**src/pwm_trip_map.vh**
```
// Register map, field positions, reset values and bus responses of the PWM trip control block.
// Assumes inclusion by the design files of this block; holds definitions only.
`ifndef PWM_TRIP_MAP_VH
`define PWM_TRIP_MAP_VH

// Register indices; byte address on the bus is four times the index.
`define IDX_ENABLE_CTRL     8'h79
`define IDX_GATING_CTRL     8'h7a
`define IDX_TRIP_CTRL       8'h7b
`define IDX_IRQ_STATUS      8'h7c
`define IDX_IRQ_MASK        8'h7d
`define IDX_PORT_OUT        8'h7e
`define IDX_GEN_IN          8'h7f

// Reset values.
`define RST_ENABLE_CTRL     8'h00
`define RST_GATING_CTRL     8'h00
`define RST_TRIP_CTRL       8'h00
`define RST_IRQ_MASK        2'h0
`define RST_PORT_OUT        8'h00

// Enable register fields.
`define BIT_PAIR_ENABLE     7
`define BIT_TRIP_FEATURE    6
`define BIT_MASTER_FOLLOW   5
`define BIT_GEN_LO          1
`define BIT_GEN_HI          4
`define BIT_MULTI_GEN       0

// Gating register fields.
`define BIT_INV_GATE_HI     7
`define BIT_INV_GATE_LO     6
`define BIT_TRUE_GATE_HI    5
`define BIT_TRUE_GATE_LO    4
`define BIT_DEADBAND_HI     3
`define BIT_DEADBAND_LO     0
`define GATE_AND            2'h1
`define GATE_OR             2'h2

// Trip register fields.
`define BIT_SRC_HI          7
`define BIT_SRC_LO          4
`define BIT_TRIP_DRIVE_SEL  3
`define BIT_TRIP_LVL_TRUE   2
`define BIT_TRIP_LVL_INV    1
`define BIT_TRIP_DETECTED   0

// Interrupt status bits.
`define BIT_IRQ_TRIP        0
`define BIT_IRQ_RELEASE     1

// AXI4-Lite responses.
`define RESP_OKAY           2'h0
`define RESP_SLVERR         2'h2

`endif

```
**src/pwm_bit_sync.v**
```verilog
// Two flip-flop synchroniser for a vector of asynchronous inputs.
// Assumes one clock; the first stage is read by the second stage only.
`timescale 1ns/1ps
module pwm_bit_sync #(
	parameter WIDTH = 4
) (
	input  wire             clk_i,
	input  wire             reset_i,
	input  wire [WIDTH-1:0] async_i,
	output wire [WIDTH-1:0] sync_o
);
	reg [WIDTH-1:0] meta_q;
	reg [WIDTH-1:0] sync_q;

	// Two stages of capture into the clock domain.
	always @(posedge clk_i or posedge reset_i) begin
		if (reset_i) begin
			meta_q <= {WIDTH{1'b0}};
			sync_q <= {WIDTH{1'b0}};
		end else begin
			meta_q <= async_i;
			sync_q <= meta_q;
		end
	end

	assign sync_o = sync_q;
endmodule // pwm_bit_sync

```
**src/pwm_pair_deadband.v**
```verilog
// Dead-band delay for one complementary output pair.
// Assumes the raw level comes from logic on the same clock.
`timescale 1ns/1ps
module pwm_pair_deadband #(
	parameter DW = 4
) (
	input  wire          clk_i,
	input  wire          reset_i,
	input  wire          level_i,
	input  wire [DW-1:0] delay_i,
	output reg           true_o,
	output reg           inv_o
);
	reg          prev_q;
	reg [DW-1:0] cnt_q;

	// On each change both sides go low, then the new side rises after delay_i clocks.
	always @(posedge clk_i or posedge reset_i) begin
		if (reset_i) begin
			prev_q <= 1'b0;
			cnt_q  <= {DW{1'b0}};
			true_o <= 1'b0;
			inv_o  <= 1'b0;
		end else begin
			prev_q <= level_i;
			if (level_i != prev_q) begin
				true_o <= (delay_i == {DW{1'b0}}) ? level_i : 1'b0;
				inv_o  <= (delay_i == {DW{1'b0}}) ? ~level_i : 1'b0;
				cnt_q  <= delay_i;
			end else if (cnt_q > {{(DW-1){1'b0}}, 1'b1}) begin
				true_o <= 1'b0;
				inv_o  <= 1'b0;
				cnt_q  <= cnt_q - {{(DW-1){1'b0}}, 1'b1};
			end else begin
				true_o <= level_i;
				inv_o  <= ~level_i;
				cnt_q  <= {DW{1'b0}};
			end
		end
	end
endmodule // pwm_pair_deadband

```
**src/pwm_trip_ctrl.v**
```verilog
// Enable, gating, dead-band and power-trip control of a four-pair PWM unit, with AXI4-Lite registers.
// Assumes raw generator levels arrive on the system clock; trip inputs are asynchronous pins.
`timescale 1ns/1ps
`include "pwm_trip_map.vh"

module pwm_trip_ctrl #(
	parameter NPAIR = 4,
	parameter DW    = 4
) (
	input  wire             CLK_SYS_I,
	input  wire             RESET_I,
	input  wire [11:0]      AWADDR_I,
	input  wire             AWVALID_I,
	output reg              AWREADY_O,
	input  wire [31:0]      WDATA_I,
	input  wire [3:0]       WSTRB_I,
	input  wire             WVALID_I,
	output reg              WREADY_O,
	output reg  [1:0]       BRESP_O,
	output reg              BVALID_O,
	input  wire             BREADY_I,
	input  wire [11:0]      ARADDR_I,
	input  wire             ARVALID_I,
	output reg              ARREADY_O,
	output reg  [31:0]      RDATA_O,
	output reg  [1:0]       RRESP_O,
	output reg              RVALID_O,
	input  wire             RREADY_I,
	input  wire [NPAIR-1:0] GEN_LEVEL_I,
	input  wire [3:0]       CAPTURE_INPUT_I,
	output reg  [NPAIR-1:0] PWM_TRUE_O,
	output reg  [NPAIR-1:0] PWM_TRUE_OE_O,
	output reg  [NPAIR-1:0] PWM_INV_O,
	output reg  [NPAIR-1:0] PWM_INV_OE_O,
	output reg              IRQ_O
);
	reg  [7:0]       enable_ctrl_q;
	reg  [7:0]       gating_ctrl_q;
	reg  [7:0]       trip_ctrl_q;
	reg  [7:0]       port_out_q;
	reg  [1:0]       irq_status_q;
	reg  [1:0]       irq_mask_q;
	reg              aw_held_q;
	reg              w_held_q;
	reg  [11:0]      aw_addr_q;
	reg  [31:0]      w_data_q;
	reg  [3:0]       w_strb_q;
	wire [3:0]       trip_sync;
	wire [NPAIR-1:0] db_true;
	wire [NPAIR-1:0] db_inv;
	reg  [NPAIR-1:0] gen_sel;
	reg  [NPAIR-1:0] gate_true;
	reg  [NPAIR-1:0] gate_inv;
	reg  [NPAIR-1:0] gen_on;
	wire             trip_event;
	wire             wr_go;
	wire [9:0]       wr_idx;
	wire [9:0]       rd_idx;
	wire             wr_trip_clear;
	reg  [31:0]      rd_word;
	reg              rd_hit;
	wire             wr_hit;
	wire             wr_low_lane;
	wire             sel_enable;
	wire             sel_gating;
	wire             sel_trip;
	wire             sel_status;
	wire             sel_mask;
	wire             sel_port;
	wire             sel_gen_in;
	wire [1:0]       status_set;
	wire [1:0]       status_clr;

	// Trip pins enter the clock domain through two flip-flops.
	pwm_bit_sync #(
		.WIDTH(4)
	) u_trip_sync (
		.clk_i   (CLK_SYS_I),
		.reset_i (RESET_I),
		.async_i (CAPTURE_INPUT_I),
		.sync_o  (trip_sync)
	);

	// OR of all enabled sources while the feature is on.
	assign trip_event = enable_ctrl_q[`BIT_TRIP_FEATURE] &
		(|(trip_sync & trip_ctrl_q[`BIT_SRC_HI:`BIT_SRC_LO]));

	// Master follow routes generator zero to every pair; enables gate each generator.
	always @* begin
		gen_on = enable_ctrl_q[`BIT_GEN_HI:`BIT_GEN_LO] & {NPAIR{enable_ctrl_q[`BIT_MULTI_GEN]}};
		gen_sel = enable_ctrl_q[`BIT_MASTER_FOLLOW] ? {NPAIR{GEN_LEVEL_I[0]}} : GEN_LEVEL_I;
		gen_sel = gen_sel & gen_on;
	end

	// One dead-band stage per pair.
	genvar g;
	generate
		for (g = 0; g < NPAIR; g = g + 1) begin : g_pair
			pwm_pair_deadband #(
				.DW(DW)
			) u_db (
				.clk_i   (CLK_SYS_I),
				.reset_i (RESET_I),
				.level_i (gen_sel[g]),
				.delay_i (gating_ctrl_q[`BIT_DEADBAND_HI:`BIT_DEADBAND_LO]),
				.true_o  (db_true[g]),
				.inv_o   (db_inv[g])
			);
		end
	endgenerate

	// AND or OR gating of each output with its port register bit.
	always @* begin
		case (gating_ctrl_q[`BIT_TRUE_GATE_HI:`BIT_TRUE_GATE_LO])
			`GATE_AND: gate_true = db_true & port_out_q[NPAIR-1:0];
			`GATE_OR:  gate_true = db_true | port_out_q[NPAIR-1:0];
			default:   gate_true = db_true;
		endcase
		case (gating_ctrl_q[`BIT_INV_GATE_HI:`BIT_INV_GATE_LO])
			`GATE_AND: gate_inv = db_inv & port_out_q[2*NPAIR-1:NPAIR];
			`GATE_OR:  gate_inv = db_inv | port_out_q[2*NPAIR-1:NPAIR];
			default:   gate_inv = db_inv;
		endcase
	end

	// Output stage: trip state overrides, otherwise gated levels.
	always @(posedge CLK_SYS_I or posedge RESET_I) begin
		if (RESET_I) begin
			PWM_TRUE_O    <= {NPAIR{1'b0}};
			PWM_TRUE_OE_O <= {NPAIR{1'b0}};
			PWM_INV_O     <= {NPAIR{1'b0}};
			PWM_INV_OE_O  <= {NPAIR{1'b0}};
		end else if (trip_ctrl_q[`BIT_TRIP_DETECTED]) begin
			PWM_TRUE_O    <= {NPAIR{~trip_ctrl_q[`BIT_TRIP_LVL_TRUE]}};
			PWM_INV_O     <= {NPAIR{~trip_ctrl_q[`BIT_TRIP_LVL_INV]}};
			PWM_TRUE_OE_O <= gen_on & {NPAIR{trip_ctrl_q[`BIT_TRIP_DRIVE_SEL]}};
			PWM_INV_OE_O  <= gen_on & {NPAIR{trip_ctrl_q[`BIT_TRIP_DRIVE_SEL] &
				enable_ctrl_q[`BIT_PAIR_ENABLE]}};
		end else begin
			PWM_TRUE_O    <= gate_true;
			PWM_INV_O     <= gate_inv;
			PWM_TRUE_OE_O <= gen_on;
			PWM_INV_OE_O  <= gen_on & {NPAIR{enable_ctrl_q[`BIT_PAIR_ENABLE]}};
		end
	end

	// Bus write path: address and data are captured in either order.
	assign wr_go  = aw_held_q & w_held_q & ~BVALID_O;
	assign wr_idx = aw_addr_q[11:2];
	assign rd_idx = ARADDR_I[11:2];

	// Index decode of the held write address; the generator input word is read only but answers OKAY.
	assign sel_enable = (wr_idx == {2'h0, `IDX_ENABLE_CTRL});
	assign sel_gating = (wr_idx == {2'h0, `IDX_GATING_CTRL});
	assign sel_trip   = (wr_idx == {2'h0, `IDX_TRIP_CTRL});
	assign sel_status = (wr_idx == {2'h0, `IDX_IRQ_STATUS});
	assign sel_mask   = (wr_idx == {2'h0, `IDX_IRQ_MASK});
	assign sel_port   = (wr_idx == {2'h0, `IDX_PORT_OUT});
	assign sel_gen_in = (wr_idx == {2'h0, `IDX_GEN_IN});
	assign wr_hit     = sel_enable | sel_gating | sel_trip | sel_status |
		sel_mask | sel_port | sel_gen_in;

	// Every register sits in the low byte lane, so only that strobe commits data.
	assign wr_low_lane   = wr_go & w_strb_q[0];
	assign wr_trip_clear = wr_low_lane & sel_trip & ~w_data_q[`BIT_TRIP_DETECTED];

	// Event sources of the sticky status bits and their write-one clears.
	assign status_set = {wr_trip_clear & ~trip_event & trip_ctrl_q[`BIT_TRIP_DETECTED],
		trip_event & ~trip_ctrl_q[`BIT_TRIP_DETECTED]};
	assign status_clr = {2{wr_low_lane & sel_status}} & w_data_q[1:0];

	// Handshake registers of the write channels.
	always @(posedge CLK_SYS_I or posedge RESET_I) begin
		if (RESET_I) begin
			aw_held_q <= 1'b0;
			w_held_q  <= 1'b0;
			aw_addr_q <= 12'h000;
			w_data_q  <= 32'h00000000;
			w_strb_q  <= 4'h0;
			AWREADY_O <= 1'b0;
			WREADY_O  <= 1'b0;
			BVALID_O  <= 1'b0;
			BRESP_O   <= `RESP_OKAY;
		end else begin
			AWREADY_O <= ~aw_held_q & ~AWREADY_O & AWVALID_I;
			WREADY_O  <= ~w_held_q & ~WREADY_O & WVALID_I;
			if (AWVALID_I & AWREADY_O) begin
				aw_held_q <= 1'b1;
				aw_addr_q <= AWADDR_I;
			end
			if (WVALID_I & WREADY_O) begin
				w_held_q <= 1'b1;
				w_data_q <= WDATA_I;
				w_strb_q <= WSTRB_I;
			end
			if (wr_go) begin
				aw_held_q <= 1'b0;
				w_held_q  <= 1'b0;
				BVALID_O  <= 1'b1;
				BRESP_O   <= wr_hit ? `RESP_OKAY : `RESP_SLVERR;
			end else if (BVALID_O & BREADY_I) begin
				BVALID_O <= 1'b0;
			end
		end
	end

	// Configuration registers, written through the low byte lane of a committed write.
	always @(posedge CLK_SYS_I or posedge RESET_I) begin
		if (RESET_I) begin
			enable_ctrl_q <= `RST_ENABLE_CTRL;
			gating_ctrl_q <= `RST_GATING_CTRL;
			port_out_q    <= `RST_PORT_OUT;
			irq_mask_q    <= `RST_IRQ_MASK;
		end else begin
			if (wr_low_lane & sel_enable)
				enable_ctrl_q <= w_data_q[7:0];
			if (wr_low_lane & sel_gating)
				gating_ctrl_q <= w_data_q[7:0];
			if (wr_low_lane & sel_mask)
				irq_mask_q <= w_data_q[1:0];
			if (wr_low_lane & sel_port)
				port_out_q <= w_data_q[7:0];
		end
	end

	// Trip register; the detect flag is set by hardware and only cleared by software.
	always @(posedge CLK_SYS_I or posedge RESET_I) begin
		if (RESET_I) begin
			trip_ctrl_q <= `RST_TRIP_CTRL;
		end else begin
			if (wr_low_lane & sel_trip)
				trip_ctrl_q[7:1] <= w_data_q[7:1];
			// Set wins over a clear in the same cycle, so a trip present then is never lost.
			if (trip_event)
				trip_ctrl_q[`BIT_TRIP_DETECTED] <= 1'b1;
			else if (wr_trip_clear)
				trip_ctrl_q[`BIT_TRIP_DETECTED] <= 1'b0;
		end
	end

	// Sticky event bits; a set in the same cycle as a write-one clear wins.
	always @(posedge CLK_SYS_I or posedge RESET_I) begin
		if (RESET_I)
			irq_status_q <= 2'h0;
		else
			irq_status_q <= status_set | (irq_status_q & ~status_clr);
	end

	// Interrupt level from unmasked status.
	always @(posedge CLK_SYS_I or posedge RESET_I) begin
		if (RESET_I)
			IRQ_O <= 1'b0;
		else
			IRQ_O <= |(irq_status_q & irq_mask_q);
	end

	// Read decode.
	always @* begin
		rd_word = 32'h00000000;
		rd_hit  = 1'b1;
		case (rd_idx)
			{2'h0, `IDX_ENABLE_CTRL}: rd_word[7:0] = enable_ctrl_q;
			{2'h0, `IDX_GATING_CTRL}: rd_word[7:0] = gating_ctrl_q;
			{2'h0, `IDX_TRIP_CTRL}:   rd_word[7:0] = trip_ctrl_q;
			{2'h0, `IDX_IRQ_STATUS}:  rd_word[1:0] = irq_status_q;
			{2'h0, `IDX_IRQ_MASK}:    rd_word[1:0] = irq_mask_q;
			{2'h0, `IDX_PORT_OUT}:    rd_word[7:0] = port_out_q;
			{2'h0, `IDX_GEN_IN}:      rd_word[7:0] = {trip_sync, GEN_LEVEL_I[3:0]};
			default:                  rd_hit = 1'b0;
		endcase
	end

	// Read channel: address taken, data one cycle later.
	always @(posedge CLK_SYS_I or posedge RESET_I) begin
		if (RESET_I) begin
			ARREADY_O <= 1'b0;
			RVALID_O  <= 1'b0;
			RDATA_O   <= 32'h00000000;
			RRESP_O   <= `RESP_OKAY;
		end else begin
			ARREADY_O <= ~ARREADY_O & ~RVALID_O & ARVALID_I;
			if (ARVALID_I & ARREADY_O) begin
				RVALID_O <= 1'b1;
				RDATA_O  <= rd_word;
				RRESP_O  <= rd_hit ? `RESP_OKAY : `RESP_SLVERR;
			end else if (RVALID_O & RREADY_I) begin
				RVALID_O <= 1'b0;
			end
		end
	end
endmodule // pwm_trip_ctrl

```
**config.mk**
```make
export PLATFORM = sky130hd
export DESIGN_NAME = pwm_trip_ctrl
export DESIGN_NICKNAME = d
export VERILOG_FILES = /design/src/pwm_bit_sync.v /design/src/pwm_pair_deadband.v /design/src/pwm_trip_ctrl.v
export VERILOG_INCLUDE_DIRS = /design/src
export SDC_FILE = /design/constraint.sdc
export NUM_CORES = 1
export LEC_CHECK = 0
export ABC_AREA = 1
export BUFFER_PORTS_ARGS = -buffer_cell sky130_fd_sc_hd__buf_2
export CAP_MARGIN = 20
export CORE_MARGIN = 2
export CORE_UTILIZATION = 31
export CTS_CLUSTER_DIAMETER = 40
export CTS_CLUSTER_SIZE = 40
export DETAILED_ROUTE_END_ITERATION = 10
export PLACE_DENSITY = 0.52
export SYNTH_ARGS = -nofsm -noshare
export SYNTH_HDL_FRONTEND = slang
export SYNTH_SLANG_ARGS = --single-unit
```
**constraint.sdc**
```tcl
create_clock -name CLK_SYS_I -period 5.2 [get_ports CLK_SYS_I]
set_clock_uncertainty 0.05 [all_clocks]
set_input_delay 0.26 -clock CLK_SYS_I [delete_from_list [all_inputs] [get_ports CLK_SYS_I]]
set_output_delay 0.26 -clock CLK_SYS_I [all_outputs]
set_load 0.03 [all_outputs]
```
## Yosys cells after proc, flatten, opt, wreduce, memory -nomap -nowiden

Index checks and enable logic that the tools add are counted.

- Bits in registers: 129
- Bits of input ports: 75
- Output and inout bits: 58
- Word-level logic and storage cells: 199

- Add/subtract/negate cells: 4
- Magnitude comparators: 4
- Equality and inequality tests: 22
- Mux-type cells: 54
- Bitwise logic cells: 63
- Reductions and logical operators: 9

Operators by type and width:

| kind | number |
|---|---|
| $eq 10x7->1 const B | 14 |
| $mux 4 | 13 |
| $mux 1 | 35 |
| $and 4x4->4 | 8 |
| $pmux 6 s5 | 1 |
| $and 1x1->1 | 26 |
| $gt 4x1->1 const B | 4 |
| $not 1->1 | 16 |
| $pmux 4 s2 | 2 |
| $sub 4x1->4 const B | 4 |
| $pmux 2 s7 | 1 |
| $reduce_bool 2->1 | 5 |
| $or 4x4->4 | 2 |
| $reduce_or 7->1 | 1 |
| $and 2x2->2 | 3 |
| $or 1x1->1 | 6 |
| $eq 2x1->1 const B | 2 |
| $eq 2x2->1 const B | 2 |
| $logic_not 4->1 | 1 |
| $mux 2 | 2 |
| $ne 1x1->1 | 4 |
| $reduce_or 4->1 | 1 |
| $not 2->2 | 1 |
| $or 2x2->2 | 1 |
| $reduce_or 2->1 | 1 |

## Logic depth before layout (Yosys ltp)

Gate-level depths: netlist of the first run.

- Depth in word-level cells: 8
- Depth in mapped cells: 10
- Depth with buffers taken out: 9

## Cells and area by module

A second synthesis of the first run with hierarchy kept.

- Cells, all modules: 712
- Area total of the unflattened synthesis: 6147.1 µm²

By module, submodules not included:

| module | instances | cells an instance | area an instance (µm²) | seq. area each (µm²) |
|---|---|---|---|---|
| pwm_trip_ctrl | 1 | 519 | 4431.8 | 2227.1 |
| pwm_pair_deadband | 4 | 46 | 377.9 | 175.2 |
| pwm_bit_sync | 1 | 9 | 203.9 | 200.2 |

## Least setup slack after synthesis of the first run

Ideal clock, no wire load.

- Path type: register to register
- From: register BVALID_O
- To: register port_out_q[0]
- Setup time: 125 ps
- Arrival time: 1327 ps
- Required time: 5025 ps
- Slack: 3699 ps
- Cell stages (with the launch flop): 8
- Buffers on the path: 1
- Period minus slack after synthesis: 1501 ps
- Cells stage by stage: dfrtp_1 > nor2_4 > nand2_1 > nor3_2 > nand2_2 > buf_6 > nand2_1 > o21ai_1

- Cells in the longest elaborated chain, start to end: 4

RTL lines:

| what | line | source |
|---|---|---|
| start, declared | pwm_trip_ctrl.v:20 | `output reg BVALID_O,` |
| start signal, assigned | pwm_trip_ctrl.v:182 | `BVALID_O <= 1'b0;` |
| start signal, assigned | pwm_trip_ctrl.v:199 | `BVALID_O <= 1'b1;` |
| start signal, assigned | pwm_trip_ctrl.v:202 | `BVALID_O <= 1'b0;` |
| $not 1->1 | pwm_trip_ctrl.v:148 | `assign wr_go = aw_held_q & w_held_q & ~BVALID_O;` |
| $and 1x1->1 | pwm_trip_ctrl.v:148 |  |
| $and 1x1->1 | pwm_trip_ctrl.v:164 | `assign wr_low_lane = wr_go & w_strb_q[0];` |
| $and 1x1->1 | pwm_trip_ctrl.v:221 | `if (wr_low_lane & sel_port)` |
| end signal, assigned | pwm_trip_ctrl.v:212 | `` port_out_q <= `RST_PORT_OUT; `` |
| end signal, assigned | pwm_trip_ctrl.v:222 | `port_out_q <= w_data_q[7:0];` |
| end, declared | pwm_trip_ctrl.v:40 | `reg [7:0] port_out_q;` |

Every way passes these cells.
A chain may end at the register's enable or synchronous reset.

## Final worst setup path of the first run

- From: register gating_ctrl_q[2]
- To: register g_pair[0].u_db.inv_o

- Cells in the longest elaborated chain, start to end: 3

RTL lines:

| what | line | source |
|---|---|---|
| start, declared | pwm_trip_ctrl.v:38 | `reg [7:0] gating_ctrl_q;` |
| start signal, assigned | pwm_trip_ctrl.v:211 | `` gating_ctrl_q <= `RST_GATING_CTRL; `` |
| start signal, assigned | pwm_trip_ctrl.v:218 | `gating_ctrl_q <= w_data_q[7:0];` |
| $logic_not 4->1 | pwm_pair_deadband.v:28 | `inv_o <= (delay_i == {DW{1'b0}}) ? ~level_i : 1'b0;` |
| $mux 1 | pwm_pair_deadband.v:28 |  |
| $mux 1 | pwm_pair_deadband.v:26 | `if (level_i != prev_q) begin` |
| end signal, assigned | pwm_pair_deadband.v:28 |  |
| end signal, assigned | pwm_pair_deadband.v:36 | `inv_o <= ~level_i;` |
| end, declared | pwm_pair_deadband.v:12 | `output reg inv_o` |

Every way passes these cells.

==> results of run 1 <==
==> through the flow <==
stage	area (µm²)	hold WS (ns)	std cells
floorplan	5860	0.241	655
global placement	6260	0.283	923
detailed placement	6260	0.290	923
CTS	7070	0.00184	978
global route	7070	0.0297	978
finish	7070	-0.0340	978
==> layout by cell type, fill, tap and decap left out, types with 3 or more instances in the layout <==
cell and instances:
a21oi_1 24, a21oi_4 3, buf_2 75, clkbuf_16 17, clkinv_4 4, clkinvlp_4 4
conb_1 26, dfrtp_1 125, dlygate4sd3_1 23, ha_1 12, inv_1 61, nand2_1 144
nand2_4 4, nand3_1 3, nand4_1 20, nor2_1 50, nor3_1 8, nor3b_1 3
o21ai_0 60, o21ai_1 19, o21ai_2 9, o22ai_1 16, xnor2_1 8, xnor2_2 3
==> routing by layer <==
layer / wire [µm] / up-vias / track usage / share of wire
met1: 6570 / 2030 / 0.197 / 0.48
li1: - / 2241 / - / -
met4: 252 / 0 / 0.0606 / 0.018
met3: 654 / 19 / 0.0417 / 0.047
met5: 0 / - / 0 / 0
met2: 6320 / 116 / 0.227 / 0.46
==> sequential cells by signal, indices dropped and copies added, names as in the netlist, 8 cells and up <==
signal	flops
aw_addr_q	10
trip_ctrl_q	8
w_data_q	8
port_out_q	8
RDATA_O	8
g_pair.u_db.cnt_q	16
gating_ctrl_q	8
enable_ctrl_q	8
==> critical path: stages (launching register included) <==
cell and delay [ns]:
dfrtp_1 0.44, nor4_1 0.80, o21ai_0 0.26, nor2_1 0.20
==> cell type report <==
| cell class | instances | area, µm² |
|---|---|---|
| Sequential cell | 125 | 3130 |
| Fill cell | 1836 | 11000 |
| Tap cell | 229 | 287 |
| Timing Repair Buffer | 100 | 621 |
| Clock buffer | 19 | 433 |
| Multi-Input combinational cell | 429 | 2220 |
| Clock inverter | 13 | 144 |
| Inverter | 63 | 239 |
==> worst paths after layout <==
kind / from / endpoint / slack [ns] / cells after the start
hold reg to reg: u_trip_sync.meta_q[2] / u_trip_sync.sync_o[2] / 0.30 / 0
max in group asynchronous: RESET_I / g_pair[1].u_db.inv_o / 3.90 / 3
hold / removal: RESET_I / aw_addr_q[9] / -0.03 / 2
setup reg to reg: gating_ctrl_q[2] / g_pair[0].u_db.inv_o / 3.37 / 3
min in group CLK_SYS_I: AWADDR_I[2] / aw_addr_q[2] / 0.01 / 3
setup / recovery: gating_ctrl_q[2] / g_pair[0].u_db.inv_o / 3.37 / 3
==> where the power goes <==
part,switching (mW),internal (mW)
clock,0.441,0.705
sequential,0.0664,1.09
combinational,0.286,0.108
==> timing repair <==
| action | 4_1_cts | 5_1_grt |
|---|---|---|
| hold endpoints to repair | 23 | 0 |
| setup endpoints to repair | 0 | 0 |
| hold buffers | 23 | 0 |
==> cell families after synthesis <==
family,Yosys count
other,1
DFF,125
and+or+nand+nor,244
AOI/OAI and AO/OA,135
adders and majority gates,12
buffers and inverters,101
xor gates and xnor gates,12
==> metrics.yaml, run 1 <==
status:
  violations: "hold timing"
  outcome: "complete, but fails checks"
clock_network:
  post_cts.repair.setup_buffers: 0
  root_buffer: "clkbuf_16"
  tritoncts: "built"
  clk_pin_slew_ns: 0.06
  cts-resized-gates: 0
  clk_path_buf_depth: 2
  htree_num_levels: 4
  clock-sinks: 125
  cts_inserted_buffers: 17
  clock_latency_ns: 0.43
synth:
  synth-xor-area-share: 0.0221
  synth_fa_ha_area_frac: 0.0261
  synthCells: 630
  synth-simple-area-share: 0.185
  synth_edf_count: 0
  ys_seq_elements: 125
  ys_top_cells_by_count: "144 x nand2_1, 125 x dfrtp_1, 62 x inv_1"
  synth_top_family_by_area: "simple AND/OR/NAND/NOR gates"
  yosys.area.top_type: "dfrtp_1"
  ys_async_sr_fraction: 1.00
  synth.most_common_cell: "nand2_1"
  synth.cell_area_um2: 5760
  ys_warn_count: 0
  ys_seq_area_frac: 0.543
  synth_top_area_frac: 0.543
  synth_mux_area_frac: 0
  syn_avg_cell_area_um2: 9.15
  synth_cell_type_count: 35
  synth_compound_area_frac: 0.135
  yosys_most_used_dff: "dfrtp_1"
  synthTopCellsByArea: "dfrtp_1 54%, nand2_1 9.4%, o21ai_0 5.2%, inv_1 4.0%, buf_4 3.4%"
pwr:
  power.total_mw: 2.69
  powerDensity_nw_per_um2: 381
  leakagePower_nw: 3.32
  ir_drop_v: 0.000244
worst_setup_path:
  cp-start-kind: "register"
  crit_path_max_fanout: 4
  crit_type: "register to register"
  worst_ep_arrival_time_ns: 2.12
  critPathCaptureType: "register"
  crit_required_ns: 5.50
drt:
  viasPerCell: 4.51
  wl_per_cell_um: 14.1
  vias: 4406
  drc_errors: 0
  first_iter_violations: 251
  dr.pass1.iters: 5
  wl_mm: 13.8
  ant_nets: 0
die:
  core_region_area_um2: 18100
  fp-row-count: 49
  dieArea_um2: 19700
  ioPinCount: 133
  start_util: 0.319
  die_y_um: 140
  dieWidth_um: 140
sta:
  tns_ns: 0
  layout_setup_ws_ns: 3.37
  clock.fmax_ghz: 0.547
  hold_slack_ns: -0.0340
  rsz0062_at_grt: "false"
  max_slew_margin: 0.393
  min_period_ns: 1.83
  finalCritPeriodShare: 0.352
  finalSetupViolCount: 0
  tightest_slew_ns: 0.902
  slew_violations: 0
  hold_viol_final: 52
cells_and_area:
  drive_gt1_frac: 0.183
  nets: 823
  syn_to_final_growth_pct: 22.7
  diodes: 0
  final_util: 0.391
global_routing:
  grt_pass1_wl_mm: 22.4
  overflow: 0
  grt_antenna_before_repair: 0
  grt_pass1_vias: 4228
  grt_usage: 0.148
  grt_max_degree: 70
place:
  dp_hpwl_mm: 9.95
  dpl_worst_slack_ns: 3.29
  io_buffers: 75
  gp_congestion: 0.883
run:
  drv_cap: 0
hold_path:
  hold_path.class: "input port to asynchronous set/reset pin"
Power figures use the tool's default switching activity.
==> run 2: changes to the inputs <==
Clock period 5.2 ns to 1.9 ns, I/O delays scaled along.
==> run 2 against run 1 <==
Net effect: the flow now finishes without violations; die area unchanged; flip-flop and latch count stayed put; register-to-register slack worse by 3.2 ns; combinational power grew to 3.0 times the previous value; largest cell class unchanged; critical path depth rose by 2; critical path type unchanged; sequential share of layout area is 1.8 points lower; cell count is 3.0% higher; total power grew to 2.8 times the previous value; sequential power grew to 2.7 times the previous value; wire length grew 1.8%; clock power rose to 2.8 times the previous value.
==> metrics.yaml, run 2 (synthesis results as in run 1) <==
global_routing:
  grt_pass1_wl_mm: 23.4
  grt_antenna_before_repair: 0
  grt_max_degree: 56
  grt_usage: 0.152
  grt_pass1_vias: 4532
  overflow: 0
sta:
  rsz0062_at_grt: "false"
  hold_slack_ns: 0.0261
  finalSetupViolCount: 0
  hold_viol_final: 0
  finalCritPeriodShare: 0.903
  clock.fmax_ghz: 0.583
  min_period_ns: 1.71
  tns_ns: 0
  slew_violations: 0
pwr:
  ir_drop_v: 0.000728
  leakagePower_nw: 3.46
  powerDensity_nw_per_um2: 1030
worst_setup_path:
  worstPathCellList: "nand2_1 -> clkinv_1 -> nand2_1 -> nand2_1 -> dlygate4sd3_1"
  crit_required_ns: 2.15
  crit_type: "register to register"
  critPathCaptureType: "register"
  crit_path_max_fanout: 18
  cp-start-kind: "register"
  critPathMaxStageDelay_ns: 0.55
  slowest_stage: "dlygate4sd3_1"
  worst_ep_arrival_time_ns: 1.97
  cpMostUsedCell: "nand2_1"
clock_network:
  clock-sinks: 125
  clk_path_buf_depth: 2
  clock_latency_ns: 0.42
  cts-resized-gates: 0
  tritoncts: "built"
  root_buffer: "clkbuf_16"
  cts_inserted_buffers: 17
  htree_num_levels: 4
  clk_pin_slew_ns: 0.06
die:
  core_region_area_um2: 18100
  dieWidth_um: 140
  dieArea_um2: 19700
  start_util: 0.319
  die_y_um: 140
  ioPinCount: 133
  fp-row-count: 49
drt:
  ant_nets: 0
  drc_errors: 0
  wl_per_cell_um: 14.0
  vias: 4595
  wl_mm: 14.0
  dr.pass1.iters: 5
  viasPerCell: 4.56
  first_iter_violations: 293
hold_path:
  hold_path.class: "input port to register"
cells_and_area:
  final_common_cell: "nand2_1"
  top_regs: "g_pair.u_db.cnt_q x16, aw_addr_q x10"
  top_register: "g_pair.u_db.cnt_q"
  largest_reg_flops: 16
  final_cell_mix: "144 x nand2_1, 125 x dfrtp_1, 75 x buf_2, 61 x inv_1, 60 x o21ai_0"
  nets: 852
  nFillCells: 1823
  drive_gt1_frac: 0.197
  diodes: 0
  syn_to_final_growth_pct: 27.8
place:
  dp_hpwl_mm: 10.4
  io_buffers: 75
  gp_congestion: 0.892
status:
  outcome: "completed"
run:
  drv_cap: 0
[run 2: final cells by class]
cell class | instances | area, µm² | share of cell area
Timing Repair Buffer | 129 | 888 | 0.121
Inverter | 63 | 240 | 0.0326
Tap cell | 229 | 287 | 0.0389
Clock inverter | 14 | 161 | 0.0219
Clock buffer | 18 | 439 | 0.0596
Multi-Input combinational cell | 429 | 2220 | 0.301
Sequential cell | 125 | 3130 | 0.425
[run 2: critical path: cells and delay by family, from the launching register on]
family | cells | cell delay, ns
flip-flops | 1 | 0.39
buffers and inverters | 2 | 0.87
AND/OR/NAND/NOR | 3 | 0.29
[run 2: final timing paths]
path / start / endpoint / cells after the start / slack [ns]
worst max-delay path: WREADY_O / w_strb_q[0] / 5 / 0.19
worst min-delay path: GEN_LEVEL_I[0] / g_pair[1].u_db.prev_q / 3 / 0.03
worst max register to register: WREADY_O / w_strb_q[0] / 5 / 0.19
worst min register to register: u_trip_sync.meta_q[1] / u_trip_sync.sync_o[1] / 0 / 0.30
max in group asynchronous: RESET_I / w_data_q[4] / 4 / 1.07
min in group asynchronous: RESET_I / PWM_INV_OE_O[0] / 3 / 0.11
[run 2: routing by layer]
layer / global-route usage / vias up / wire length, µm
li1: - / 2297 / -
met1: 0.206 / 2144 / 6690
met2: 0.233 / 128 / 6280
met3: 0.0362 / 26 / 735
met4: 0.0617 / 0 / 350
met5: 0 / - / 0
[run 2: where the power goes]
| part | switching, mW | leakage, nW | internal (mW) | total (mW) |
|---|---|---|---|---|
| registers | 0.186 | 1.63 | 2.97 | 3.16 |
| logic | 0.800 | 1.55 | 0.389 | 1.19 |
| clock network | 1.25 | 0.278 | 1.99 | 3.24 |
| total | 2.24 | 3.46 | 5.35 | 7.59 |
[run 2: repair_timing]
action                                 4_1_cts  5_1_grt
endpoints found under the hold margin      156        0
buffers inserted                             0        0
setup endpoints to repair                    0        0
hold buffers                                38        0
[run 2: metrics by stage]
step           utilization  instance area (µm²)  power, mW  setup WS (ns)  cells
5_1_grt              0.407                 7360       8.00         0.0197   1007
6_report             0.407                 7360       7.59          0.185   1007
3_3_place_gp         0.353                 6380       4.27          0.261    937
2_1_floorplan            -                 5860       3.97          0.216    655
4_1_cts              0.407                 7360       7.69          0.183   1007
3_5_place_dp         0.353                 6380       4.28          0.242    937
==> run 3: changes to the inputs <==
Settings changed: SKIP_CTS_REPAIR_TIMING set to 1.
Clock period 1.9 ns to 2.1 ns, I/O delays scaled along.
==> run 3 against run 2 <==
Net effect: cell area fell by 1.6%; sequential share of layout area is 0.70 points higher; via count down 1.4%; critical path depth rose by 1; sequential power down 9.5%; clock-buffer cell count rose by 1; total power down 9.6%; combinational power shrank 14%; critical path type unchanged; critical endpoint is now g_pair[0].u_db.inv_o; highest routed layer unchanged.
==> metrics.yaml, run 3 (synthesis results as in run 1) <==
global_routing:
  overflow: 0
  use_met3: 0.0359
  grt_busiest_layer: "met2"
  grt_antenna_before_repair: 0
  grt_pass1_vias: 4216
  groute.layer.met2.usage: 0.223
  grt_max_degree: 59
  grt_pass1_wl_mm: 22.6
  gr-usage-met1: 0.208
  grt_usage: 0.148
worst_setup_path:
  crit_required_ns: 2.38
  crit_type: "register to register"
  ff2ff_path_depth: 6
  cp-start-kind: "register"
  worst_ep_arrival_time_ns: 2.08
  rrSetupSlack_ns: 0.30
  crit_path_max_fanout: 5
  timing.rr.end: "g_pair[0].u_db.inv_o"
  regToRegStartpoint: "g_pair[0].u_db.cnt_q[0]"
  critPathCaptureType: "register"
sta:
  max_slew_margin: 0.604
  clock.fmax_ghz: 0.556
  rsz0062_at_grt: "false"
  tightest_slew_ns: 0.589
  min_period_ns: 1.80
  tns_ns: 0
  finalCritPeriodShare: 0.856
  slew_violations: 0
  hold_viol_final: 0
  finalSetupViolCount: 0
  layout_setup_ws_ns: 0.301
pwr:
  ir_drop_v: 0.000723
  leakagePower_nw: 3.39
  powerDensity_nw_per_um2: 948
cells_and_area:
  final_util: 0.400
  diodes: 0
  syn_to_final_growth_pct: 25.7
  stdcell_count: 992
  top_register: "g_pair.u_db.cnt_q"
  design_area_um2: 7240
  top_regs: "g_pair.u_db.cnt_q x16, aw_addr_q x10"
  largest_reg_flops: 16
  drive_gt1_frac: 0.187
  nets: 837
  final_cell_mix: "144 x nand2_1, 125 x dfrtp_1, 75 x buf_2, 61 x inv_1, 60 x o21ai_0"
  final_common_cell: "nand2_1"
clock_network:
  htree_num_levels: 4
  clk_pin_slew_ns: 0.06
  tritoncts: "built"
  clk_path_buf_depth: 2
  cts_inserted_buffers: 17
  root_buffer: "clkbuf_16"
  clock_latency_ns: 0.42
  clock-sinks: 125
place:
  dpl-instance-area_um2: 6310
  dp_hpwl_mm: 10.1
  dp.cells: 928
  io_buffers: 75
  dpl_worst_slack_ns: 0.327
  gp_congestion: 0.888
hold_path:
  hp-start: "GEN_LEVEL_I[1]"
  holdPathStages: 3
  hold_path.class: "input port to register"
  holdPathEnd: "g_pair[1].u_db.prev_q"
die:
  core_region_area_um2: 18100
  fp-row-count: 49
  die_y_um: 140
  start_util: 0.319
  ioPinCount: 133
  dieArea_um2: 19700
  dieWidth_um: 140
status:
  outcome: "completed"
run:
  drv_cap: 0
drt:
  wl_mm: 14.0
  wl_per_cell_um: 14.1
  viasPerCell: 4.57
  drc_errors: 0
  dr.pass1.iters: 5
  ant_nets: 0
  vias: 4532
  first_iter_violations: 329
## run 3: cell types whose count changed in the layout (fill, tap and decap cells not counted)
cell / delta
buf_4: -9
bufinv_16: +1
clkbuf_1: +1
clkinv_2: +2
clkinvlp_4: -1
dlygate4sd3_1: -6
inv_6: -2
inv_8: -1
## run 3: layout make-up
cell class                 count  area [µm²]
timing repair buffer         114         761
tap                          229         287
inverter                      63         240
clock buffer                  19         443
multi-input combinational    429        2220
fill                        1856       10800
clock inverter                13         165
sequential                   125        3130
## run 3: worst max-delay path by stage
| stage | start | to | slack [ns] | cells after the start |
|---|---|---|---|---|
| after floorplan | RESET_I | ARREADY_O | 0.41 | 1 |
| after global placement | g_pair[0].u_db.cnt_q[0] | g_pair[0].u_db.inv_o | 0.31 | 6 |
| after detailed placement | aw_addr_q[9] | enable_ctrl_q[4] | 0.33 | 6 |
| after CTS | aw_addr_q[9] | enable_ctrl_q[7] | 0.31 | 6 |
| after global routing | g_pair[0].u_db.cnt_q[0] | g_pair[0].u_db.inv_o | 0.04 | 6 |
| final | g_pair[0].u_db.cnt_q[0] | g_pair[0].u_db.inv_o | 0.30 | 6 |
## run 3: per-stage QoR
step | hold WS (ns) | power (mW)
after floorplan | 0.0864 | 3.59
after global placement | 0.00967 | 3.86
after detailed placement | 0.0132 | 3.87
after CTS | -0.436 | 6.89
after global routing | 0.0238 | 7.22
final | 0.00979 | 6.86
## run 3: worst max-delay path: stages, from the launching register on
cell and delay [ns]:
dfrtp_1 0.41, inv_1 0.07, ha_1 0.18, nor2_1 0.06, o31ai_1 0.49, o21ai_0 0.27
nor2_1 0.19
## run 3: metal layers
metal	vias to the layer above	wire, µm
met5	-	0
met4	0	213
met3	12	654
met2	112	6380
met1	2144	6710
li1	2264	-
## run 3: power by group
| group | total, mW | internal [mW] | switching [mW] |
|---|---|---|---|
| sequential | 2.86 | 2.69 | 0.165 |
| combinational | 1.02 | 0.295 | 0.722 |
| clock | 2.99 | 1.90 | 1.09 |
| total | 6.86 | 4.89 | 1.98 |
